==> config.mk <==
export PLATFORM = sky130hd
export DESIGN_NAME = ssp_spi_port
export DESIGN_NICKNAME = d
export VERILOG_FILES = /design/src/verilog/ssp_pkg.sv /design/src/verilog/ssp_sync.sv /design/src/verilog/ssp_spi_port.sv
export VERILOG_INCLUDE_DIRS = /design/src /design/src/verilog
export SDC_FILE = /design/constraint.sdc
export NUM_CORES = 1
export LEC_CHECK = 0
export BUFFER_PORTS_ARGS = -buffer_cell sky130_fd_sc_hd__buf_2
export CORE_ASPECT_RATIO = 1.1
export CORE_UTILIZATION = 25
export CTS_CLUSTER_DIAMETER = 50
export DETAILED_ROUTE_END_ITERATION = 12
export HOLD_SLACK_MARGIN = 0.03
export MAX_ROUTING_LAYER = met4
export PLACE_DENSITY = 0.38
export SLEW_MARGIN = 20
export SYNTH_ARGS = -nofsm -noshare
export SYNTH_HDL_FRONTEND = slang
export SYNTH_HIERARCHICAL = 1
export SYNTH_SLANG_ARGS = --single-unit
==> constraint.sdc <==
create_clock -name core_clk -period 2 [get_ports core_clk]
set_clock_uncertainty 0.15 [all_clocks]
set_input_delay 0.2 -clock core_clk [delete_from_list [all_inputs] [get_ports core_clk]]
set_output_delay 0.2 -clock core_clk [all_outputs]
set_load 0.05 [all_outputs]
==> src/verilog/ssp_map.svh <==
// constants of the sensor serial register port: frame layout and special addresses
// assumes inclusion by the package and the bench only
`ifndef SSP_MAP_SVH
`define SSP_MAP_SVH

// register address width and data width of one frame byte
`define SSP_ADDR_W      7
`define SSP_DATA_W      8
// index of the last bit of a byte
`define SSP_LAST_BIT    3'h7
// direction bit value that marks a read
`define SSP_DIR_READ    1'b1
// address of the queue readout register
`define SSP_QUEUE_ADDR  7'h40
// reset values
`define SSP_ADDR_RST    7'h00
`define SSP_BYTE_RST    8'h00
`define SSP_CNT_RST     3'h0

`endif

==> src/verilog/ssp_pkg.sv <==
// types shared by the sensor serial register port
// assumes the map header is on the include path
`include "ssp_map.svh"

package ssp_pkg;

    typedef logic [`SSP_ADDR_W-1:0] ssp_addr_t;
    typedef logic [`SSP_DATA_W-1:0] ssp_byte_t;

    typedef enum logic [1:0] {
        SSP_IDLE,
        SSP_CMD,
        SSP_WDATA,
        SSP_RDATA
    } ssp_state_t;

endpackage

==> src/verilog/ssp_sync.sv <==
// two flip-flop synchroniser, one stage pair per bit
// assumes asynchronous pin levels at its inputs and one destination clock
`timescale 1ns/1ps

module ssp_sync #(
    parameter int W = 3
) (
    // clock and reset
    input  wire logic         core_clk,
    input  wire logic         srst,
    // levels
    input  wire logic [W-1:0] async_in,
    output logic      [W-1:0] sync_out
);

    logic [W-1:0] meta_q;

    genvar gi;
    generate
        for (gi = 0; gi < W; gi++) begin : g_bit
            always_ff @(posedge core_clk) begin
                if (srst) begin
                    // reset to the idle high level of chip select, so no false frame start follows reset
                    meta_q[gi]   <= 1'b1;
                    sync_out[gi] <= 1'b1;
                end else begin
                    meta_q[gi]   <= async_in[gi];
                    sync_out[gi] <= meta_q[gi];
                end
            end
        end
    endgenerate

endmodule

==> src/verilog/ssp_spi_port.sv <==
// serial slave port giving a host read and write access to internal registers
// assumes a register file on core_clk that answers a read strobe with data on the next cycle
`timescale 1ns/1ps

module ssp_spi_port
    import ssp_pkg::*;
(
    // clock and reset
    input  wire logic      core_clk,
    input  wire logic      srst,
    // serial pins
    input  wire logic      chip_select_n,
    input  wire logic      serial_clock,
    input  wire logic      serial_data_io_i,
    output logic           serial_data_io_o,
    output logic           serial_data_io_oe_n,
    output logic           serial_data_out_o,
    output logic           serial_data_out_oe_n,
    // configuration
    input  wire logic      three_wire_select,
    // register access
    output ssp_addr_t      reg_addr_q,
    output ssp_byte_t      reg_wdata_q,
    output logic           reg_wr_q,
    output logic           reg_rd_q,
    input  wire ssp_byte_t reg_rdata,
    // status
    output logic           clock_mode_q
);

    logic [2:0] pins_s;
    logic       cs_n_s;
    logic       sck_s;
    logic       din_s;
    logic       sck_prev_q;
    logic       sck_rise;
    logic       sck_fall;
    logic       frame_start;
    logic       frame_end;
    logic       cs_prev_q;

    ssp_state_t state_q;
    logic [2:0] bit_cnt_q;
    ssp_byte_t  rx_q;
    ssp_byte_t  rx_full;
    ssp_byte_t  tx_q;
    logic       load_q;
    logic       tx_bit_q;
    logic       tx_on_q;
    logic       byte_done;

    ssp_sync #(
        .W (3)
    ) u_sync (
        .core_clk (core_clk),
        .srst     (srst),
        .async_in ({chip_select_n, serial_clock, serial_data_io_i}),
        .sync_out (pins_s)
    );

    assign cs_n_s = pins_s[2];
    assign sck_s  = pins_s[1];
    assign din_s  = pins_s[0];

    always_ff @(posedge core_clk) begin
        if (srst) begin
            sck_prev_q <= 1'b1;
            cs_prev_q  <= 1'b1;
        end else begin
            sck_prev_q <= sck_s;
            cs_prev_q  <= cs_n_s;
        end
    end

    assign frame_start = cs_prev_q & ~cs_n_s;
    assign frame_end   = cs_n_s;
    assign sck_rise    = ~cs_n_s & sck_s & ~sck_prev_q;
    assign sck_fall    = ~cs_n_s & ~sck_s & sck_prev_q;
    assign rx_full     = {rx_q[6:0], din_s};
    assign byte_done   = sck_rise && (bit_cnt_q == `SSP_LAST_BIT);

    // clock polarity caught at the chip select fall; host keeps sck still then
    always_ff @(posedge core_clk) begin
        if (srst) begin
            clock_mode_q <= 1'b0;
        end else if (frame_start) begin
            clock_mode_q <= sck_s;
        end
    end

    // bit counter and receive shifter
    always_ff @(posedge core_clk) begin
        if (srst || frame_end || frame_start) begin
            bit_cnt_q <= `SSP_CNT_RST;
            rx_q      <= `SSP_BYTE_RST;
        end else if (sck_rise) begin
            bit_cnt_q <= bit_cnt_q + 3'h1;
            rx_q      <= rx_full;
        end
    end

    // frame sequencing
    always_ff @(posedge core_clk) begin
        if (srst || frame_end) begin
            state_q <= SSP_IDLE;
        end else begin
            case (state_q)
                SSP_IDLE: begin
                    if (frame_start) begin
                        state_q <= SSP_CMD;
                    end
                end
                SSP_CMD: begin
                    if (byte_done) begin
                        if (rx_full[7] == `SSP_DIR_READ) begin
                            state_q <= SSP_RDATA;
                        end else begin
                            state_q <= SSP_WDATA;
                        end
                    end
                end
                SSP_WDATA: begin
                    if (byte_done) begin
                        state_q <= SSP_CMD;
                    end
                end
                default: begin
                    state_q <= SSP_RDATA;
                end
            endcase
        end
    end

    // register address, write data and strobes
    always_ff @(posedge core_clk) begin
        if (srst) begin
            reg_addr_q  <= `SSP_ADDR_RST;
            reg_wdata_q <= `SSP_BYTE_RST;
            reg_wr_q    <= 1'b0;
            reg_rd_q    <= 1'b0;
        end else begin
            reg_wr_q <= 1'b0;
            reg_rd_q <= 1'b0;
            if (byte_done && state_q == SSP_CMD) begin
                reg_addr_q <= rx_full[6:0];
                reg_rd_q   <= (rx_full[7] == `SSP_DIR_READ);
            end else if (byte_done && state_q == SSP_WDATA) begin
                reg_wdata_q <= rx_full;
                reg_wr_q    <= 1'b1;
            end else if (byte_done && state_q == SSP_RDATA) begin
                reg_rd_q <= 1'b1;
                if (reg_addr_q != `SSP_QUEUE_ADDR) begin
                    reg_addr_q <= reg_addr_q + 7'h01;
                end
            end
        end
    end

    // transmit shifter: loaded after each read strobe, shifted on falling edges
    always_ff @(posedge core_clk) begin
        if (srst || frame_end) begin
            load_q   <= 1'b0;
            tx_q     <= `SSP_BYTE_RST;
            tx_bit_q <= 1'b0;
        end else begin
            load_q <= reg_rd_q;
            if (load_q) begin
                tx_q <= reg_rdata;
            end else if (sck_fall && state_q == SSP_RDATA) begin
                tx_bit_q <= tx_q[7];
                tx_q     <= {tx_q[6:0], 1'b0};
            end
        end
    end

    // three-wire turnaround: take the io pin only after the host lets go at the first falling edge
    always_ff @(posedge core_clk) begin
        if (srst || frame_end) begin
            tx_on_q <= 1'b0;
        end else if (sck_fall && state_q == SSP_RDATA) begin
            tx_on_q <= 1'b1;
        end
    end

    // pad drive: three-wire answers on the io pin, four-wire on both the output pin and the io pin
    always_ff @(posedge core_clk) begin
        if (srst) begin
            serial_data_io_o     <= 1'b0;
            serial_data_io_oe_n  <= 1'b0;
            serial_data_out_o    <= 1'b0;
            serial_data_out_oe_n <= 1'b1;
        end else begin
            serial_data_out_o <= tx_bit_q;
            serial_data_io_o  <= tx_bit_q;
            serial_data_out_oe_n <= three_wire_select || state_q != SSP_RDATA;
            if (three_wire_select) begin
                serial_data_io_oe_n <= ~tx_on_q;
            end else begin
                serial_data_io_oe_n <= ~(cs_n_s || state_q == SSP_RDATA);
            end
        end
    end

endmodule

# Yosys cells after proc, flatten, opt, wreduce, memory -nomap -nowiden

Cells that the tools add are included.

Reductions and logical operators: 18
Eq/ne operators: 10
Add/subtract/negate cells: 2
Muxes and demuxes: 16
Bitwise gates (word level): 12

Operators by type and width:

| operator            | number |
|---|---|
| $mux 7              | 4 |
| $mux 8              | 2 |
| $ne 2x2->1 const B  | 5 |
| $add 7x1->7 const B | 1 |
| $ne 7x7->1 const B  | 1 |
| $not 1->1           | 7 |
| $mux 1              | 6 |
| $mux 2              | 3 |
| $pmux 2 s3          | 1 |
| $reduce_and 3->1    | 2 |
| $reduce_bool 2->1   | 3 |
| $and 1x1->1         | 5 |
| $logic_and 1x1->1   | 5 |
| $eq 2x2->1 const B  | 2 |
| $logic_or 1x1->1    | 4 |
| $reduce_and 2->1    | 2 |
| $add 3x1->3 const B | 1 |
| $eq 3x3->1 const B  | 1 |
| $eq 2x1->1 const B  | 1 |
| $logic_not 2->1     | 1 |
| $reduce_or 2->1     | 1 |

Output and inout port bits: 22
Register bits after elaboration: 52
Input port bits: 14
Word-level logic and storage cells: 81

# Longest topological paths before layout

Gate-level depths: netlist of the first run.

Depth after elaboration: 8
Mapped depth: 7
Gate-level depth less buffers: 6

# Cells and area by module

The synthesis of the first run kept the hierarchy.

Modules (own cells, without submodules):

| module       | cells an instance | area each (sq um) | sequential area each (sq um) | times used |
|---|---|---|---|---|
| ssp_spi_port | 214               | 1,980.6           | 920.9                        | 1 |
| ssp_sync     | 12                | 157.7             | 120.1                        | 1 |

# Worst setup path after synthesis of the first run

OpenSTA, ideal clock, no wires.

Path kind: flip-flop to flip-flop
Start: register reg_addr_q[0]
End: register reg_addr_q[0]
Clock period less this slack: 2.072 ns
Cell stages (with the launch flop): 8
Setup time: 0.086 ns
Arrival time: 1.835 ns
Data required time: 1.764 ns
Path buffers: 1
Setup slack: -0.072 ns
Cells stage by stage: dfxtp_1 > inv_1 > ha_1 > nand4b_1 > nor4_2 > or2_0 > buf_2 > a221oi_2

Cells in the longest elaborated chain, start to end: 5
Elaborated cells on any way between the ends: 8
Those cells by class: add/sub: 1; eq/ne: 1; mux: 4; reduce/logical: 2

Ends and longest elaborated chain:

| item                   | RTL line            | text |
|---|---|---|
| from (decl)            | ssp_spi_port.sv:22  | `output ssp_addr_t reg_addr_q,` |
| from (signal assigned) | ssp_spi_port.sv:137 | `` reg_addr_q <= `SSP_ADDR_RST; `` |
| from (signal assigned) | ssp_spi_port.sv:145 | `reg_addr_q <= rx_full[6:0];` |
| from (signal assigned) | ssp_spi_port.sv:153 | `reg_addr_q <= reg_addr_q + 7'h01;` |
| $add 7x1->7            | ssp_spi_port.sv:153 |  |
| $mux 7                 | ssp_spi_port.sv:152 | `` if (reg_addr_q != `SSP_QUEUE_ADDR) begin `` |
| $mux 7                 | ssp_spi_port.sv:150 | `end else if (byte_done && state_q == SSP_RDATA) begin` |
| $mux 7                 | ssp_spi_port.sv:147 | `end else if (byte_done && state_q == SSP_WDATA) begin` |
| $mux 7                 | ssp_spi_port.sv:144 | `if (byte_done && state_q == SSP_CMD) begin` |

Parallel ways exist; a longest one is shown, timed or not. The select of a mux whose other input is x is not followed.
A chain may end at the register's enable or synchronous reset.

# Final worst setup path of the first run

Start: register bit_cnt_q[0]
End: register reg_addr_q[1]

Cells in the longest elaborated chain, start to end: 5
Elaborated cells on any way between the ends: 10
Those cells by class: eq/ne: 2; mux: 1; reduce/logical: 7

Ends and longest elaborated chain:

| item                                                                    | RTL line                                                      | text |
|---|---|---|
| from (decl)                                                             | ssp_spi_port.sv:43                                            | `logic [2:0] bit_cnt_q;` |
| from (signal assigned)                                                  | ssp_spi_port.sv:94                                            | `` bit_cnt_q <= `SSP_CNT_RST; `` |
| from (signal assigned)                                                  | ssp_spi_port.sv:97                                            | `bit_cnt_q <= bit_cnt_q + 3'h1;` |
| $eq 3x3->1 (no source line) (*)                                         | -                                                             |  |
| $logic_and 1x1->1 (*)                                                   | ssp_spi_port.sv:80                                            | `` assign byte_done = sck_rise && (bit_cnt_q == `SSP_LAST_BIT); `` |
| $logic_and 1x1->1, on equally long branches                             | ssp_spi_port.sv:144, ssp_spi_port.sv:147, ssp_spi_port.sv:150 |  |
| $ne 2x2->1 (no source line) / $reduce_bool 2->1 (equally long branches) | -                                                             |  |
| $reduce_and 3->1 (no source line)                                       | -                                                             |  |

Mark *: on every way between the ends. The rest lies on a longest branch, timed or not.

==> results.toml, run 1 <==
[run_status]
status = "finished clean"

[timing]
setup_tns_ns = 0
hold_viol_final = 0
final_max_slew_viol_count = 0
slew_headroom_pct = 60.5
setup_violations = 0
fin_crit_sh_pct = 92.9
period_needed_ns = 1.86
grt_setup_unrepaired = "no"
worstMarginPinSlew_ns = 0.593
fmax_ghz = 0.538
hold_slack_ns = 0.0399
layout_setup_ws_ns = 0.142

[place]
place.gp.congestion = 0.765
place_ws_ns = 0.137
portBuffers = 35
place_hpwl_um = 3490

[pwr]
p_leak_nw = 1.03
combinationalPowerShare_pct = 4.2
intPower_mw = 1.32
switching_share_pct = 23.2
seq_power_share_pct = 60.8
power.share.clock_pct = 34.9
peakVddDrop_v = 0.000305
finalPower_mw = 1.72
powerDensity_nw_per_um2 = 646
switching_power_mw = 0.399

[setup_path]
cp.required_ns = 2.07
crit_family = "simple AND/OR/NAND/NOR gates"
path_buf_inv = 0
slowest_stage = "or2_0"
crit_path_max_incr_delay_ns = 0.44
crit_type = "flip-flop to flip-flop"
crit_top_cell = "ha_1"
crit_path_end_kind = "flip-flop"
worstPathMaxFanout = 6
crit_arrival_ns = 1.93
crit_chain = "ha_1, ha_1, nand3_2, or2_0, a221oi_2"
start_kind = "flip-flop"
r2r_slack_ns = 0.14

[finish]
drive_above_1_share_pct = 24.5
syn2layout_area_growth_pct = 24.8
layout_common_cells = "dfxtp_1, buf_2, nand2_1"
final_common_cell = "dfxtp_1"
nets = 295
fill_cells = 913
diodes = 0

[min_path]
min-delay-path-class = "primary input to flip-flop"

[clock_network]
clock_path_buffers = 2
post_cts_resized = 0
cts_buffers = 5
clk_pin_slew_ns = 0.10
postCtsSetupBuffers = 0
cts_tree = "done"
cts-htree-levels = 2
clkLatencyLatePin_ns = 0.30
cts_root_buf = "clkbuf_8"
cts_sinks = 52

[synthesis]
synth_edf_count = 0
ys_warn_count = 6
ys.flop_type = "dfxtp_1"
synthArstFlopShare_pct = 0
synth.cell_area_um2 = 2140
yosys_register_bits = 52
ys_types = 38
netlist.area_leader.share_pct = 48.7
synth_top_cell_by_area = "dfxtp_1"
syn_avg_cell_area_um2 = 9.46
syn-num-nets = 244
ys_seq_area_share_pct = 48.7
synth_area_leaders = "dfxtp_1, mux2i_1, a21oi_1"
synthCells = 226

[floorplanning]
core_um2 = 8320
die_area_um2 = 8930
start_util_pct = 25.7
die-height_um = 99.0
row_count = 35
die_x_um = 90.2
io_pins = 36

[route]
via_count = 1673
top_layer = "met4"
antenna_left = 0
wl_met3_um = 107
first_pass_iters = 4
vias_per_cell = 4.31
wl_met2_um = 2270
routed_wl_um = 4990
drc = 0
routedWlPerCell_um = 12.9
drt-initial-drc-count = 51
drt-met1-wl_um = 2570

[global_routing]
gr-total-overflow = 0
first_global_vias = 1671
grt_max_degree = 19
grt_pass1_wl_um = 8430
antenna_found_initial = 0
grtUsageTotal_pct = 12.2

[run]
cap_viol_max_count = 0
state kept, by name, summed over array words and instances, names as in the netlist, 2 cells and up:
signal and count:
bit_cnt_q 3, u_sync/meta_q 3, u_sync/sync_out 3, state_q 2
rx_q 7, reg_addr_q 7, reg_wdata_q 8, tx_q 8
cells in the mapped netlist (all sizes together), types with 3 or more instances:
master / n
dfxtp: 52
nand2: 27
a21oi: 23
nor2: 20
mux2i: 19
or2: 10
a211oi: 7
buf: 7
o21ai: 7
clkbuf: 6
inv: 6
nand3: 5
nor3: 5
ha: 4
nand2b: 4
o32ai: 4
nand4b: 3
cell type report:
class	count	area [um^2]	share of cell area (%)
clock buffer	5	68.8	2.58
sequential	52	1040	39.1
timing repair buffer	57	368	13.8
clock inverter	2	16.3	0.610
multi-input combinational	155	1010	37.9
tap	111	139	5.21
inverter	6	22.5	0.844
tightest hold or removal path, cell delays in order:
cell	delay, ns
buf_2	0.07
o21ai_0	0.07
a21oi_1	0.11
power by group through the flow:
| stage | clock (mW) | sequential, mW | combinational (mW) |
|---|---|---|---|
| floorplan | 0 | 1.08 | 0.0259 |
| CTS | 0.640 | 1.05 | 0.0742 |
| global placement | 0 | 1.07 | 0.0584 |
| global route | 0.677 | 1.05 | 0.0809 |
| finish | 0.602 | 1.05 | 0.0730 |
| detailed placement | 0 | 1.07 | 0.0577 |
per-layer routing:
layer  track usage [%]  vias to the layer above
met1              15.5                      762
met4              3.72                        0
li1                  -                      883
met5                 -                        -
met3              2.24                        4
met2              19.8                       24
worst paths after layout:
check                   start            endpoint  cells past startpoint
min              reg_rdata[6]             tx_q[6]                      3
min reg2reg  u_sync/meta_q[2]  u_sync/sync_out[2]                      1
max              bit_cnt_q[0]       reg_addr_q[1]                      5
max reg2reg      bit_cnt_q[0]       reg_addr_q[1]                      5
kinds of logic after synthesis:
group                      Yosys count  share of synthesized area [%]
AOI/OAI and AO/OA                   48                           15.7
xor gates and xnor gates             1                          0.410
adders and majority gates            4                           2.34
buffers and inverters               19                           4.10
DFF                                 52                           48.7
muxes                               19                           8.89
and+or+nand+nor                     83                           19.8
timing repair:
item / CTS / global route
hold buffers: 11 / 0
hold endpoints to repair: 11 / 0
endpoints found under the setup margin: 0 / 0
stage by stage:
step	area (um^2)	instances	utilization [%]
floorplan	2140	226	-
global placement	2470	370	29.7
detailed placement	2470	370	29.7
CTS	2670	388	32.1
global route	2670	388	32.1
finish	2670	388	32.1
No activity file was read; power rests on OpenSTA's default activity.
==> inputs of run 2 (changes only) <==
- GPL_TIMING_DRIVEN: unset -> 0
==> results.toml, run 2 (synthesis gave the netlist of run 1 again) <==
[route]
drc = 0
vias_per_cell = 4.39
routedWlPerCell_um = 13.0
antenna_left = 0
routed_wl_um = 5150
first_pass_iters = 4
via_count = 1738
drt-initial-drc-count = 73

[setup_path]
crit_arrival_ns = 1.97
crit_chain = "inv_1, ha_1, nand4b_1, nor4_4, buf_4, or2_0, clkbuf_4, a221oi_2"
start_kind = "flip-flop"
cp.required_ns = 2.07
slowest_stage = "dfxtp_2"
crit_path_end_kind = "flip-flop"
crit_path_max_incr_delay_ns = 0.36
critPathLaunch = "reg_addr_q[0]"
crit_type = "flip-flop to flip-flop"
r2r-start = "reg_addr_q[0]"
worstPathMaxFanout = 7

[floorplanning]
row_count = 35
core_um2 = 8320
io_pins = 36
die_x_um = 90.2
die_area_um2 = 8930
start_util_pct = 25.7
die-height_um = 99.0

[finish]
final_common_cell = "dfxtp_1"
design_area_um2 = 2750
layout_common_cells = "dfxtp_1, buf_2, nand2_1"
drive_above_1_share_pct = 24.2
top_regs = "reg_wdata_q: 8 flops, tx_q: 8 flops"
syn2layout_area_growth_pct = 28.7
nets = 302
diodes = 0

[global_routing]
grtUsageTotal_pct = 12.5
grt_max_degree = 17
first_global_vias = 1702
grt_pass1_wl_um = 8540
gr-total-overflow = 0
antenna_found_initial = 0

[place]
place_area_um2 = 2450
portBuffers = 35
place.gp.congestion = 0.721
place_ws_ns = -0.0904
place_hpwl_um = 3550

[clock_network]
cts-htree-levels = 2
cts_buffers = 5
clkLatencyLatePin_ns = 0.30
cts_root_buf = "clkbuf_8"
cts_sinks = 52
clock_path_buffers = 2
clk_pin_slew_ns = 0.10
cts_tree = "done"

[timing]
period_needed_ns = 1.90
fmax_ghz = 0.527
worstMarginPinSlew_ns = 0.632
slew_headroom_pct = 57.8
fin_crit_sh_pct = 94.9
setup_tns_ns = 0
final_max_slew_viol_count = 0
layout_setup_ws_ns = 0.102
setup_violations = 0
hold_viol_final = 0

[pwr]
powerDensity_nw_per_um2 = 692
finalPower_mw = 1.90
p_leak_nw = 1.06
peakVddDrop_v = 0.000301

[run]
cap_viol_max_count = 0

[min_path]
min-delay-path-class = "primary input to flip-flop"
min-delay-start = "reg_rdata[6]"

[run_status]
status = "finished clean"
-- run 2: per-stage QoR --
step	hold WS (ns)	utilization, %	std cells
2_1_floorplan	0.147	-	226
3_3_place_gp	0.228	29.5	372
3_5_place_dp	0.231	29.5	372
4_1_cts	0.0351	32.6	393
5_1_grt	0.0653	33.1	396
6_report	0.0371	33.1	396
-- run 2: critical path: cells and delay by family, from the launching register on --
kind / cells / cell delay (ns)
adders and majority gates: 1 / 0.21
buffers and inverters: 3 / 0.44
AOI/OAI and AO/OA: 1 / 0.27
DFF: 1 / 0.36
and+or+nand+nor: 3 / 0.39
-- run 2: layout make-up --
class | count | area (um^2)
inverters | 6 | 22.5
repair buffers | 51 | 328
fillers | 897 | 5570
plain buffers | 13 | 68.8
clock buffers | 6 | 82.6
flip-flops and latches | 52 | 1040
clock inverters | 2 | 38.8
well taps | 111 | 139
multi-input cells | 155 | 1030
-- run 2: timing repair --
| item | CTS | global route |
|---|---|---|
| endpoints found under the setup margin | 6 | 12 |
| hold buffers | 13 | 0 |
| endpoints found under the hold margin | 13 | 0 |
| pin swaps | 0 | 1 |
| gates resized for setup | 1 | 5 |
| setup buffers | 0 | 3 |
-- run 2: path summary, 6_finish.rpt --
kind,endpoint,slack (ns),cells after the start
max reg2reg,reg_addr_q[1],0.10,8
min,tx_q[6],0.04,3
min reg2reg,u_sync/sync_out[2],0.26,1
max,reg_addr_q[1],0.10,8
-- run 2: power by group --
group          total [mW]  internal (mW)  switching [mW]  leakage [nW]
clock               0.776          0.410           0.366        0.0614
sequential           1.05           1.04         0.00457         0.422
combinational      0.0785         0.0388          0.0397         0.575
-- run 2: metal layers --
metal | GRT usage (%) | up-vias | part of all wire [%]
met4 | 4.09 | 0 | 1.3
met3 | 2.16 | 4 | 2.1
met2 | 19.9 | 25 | 46
met1 | 16.0 | 806 | 51
met5 | - | - | 0
li1 | - | 903 | -
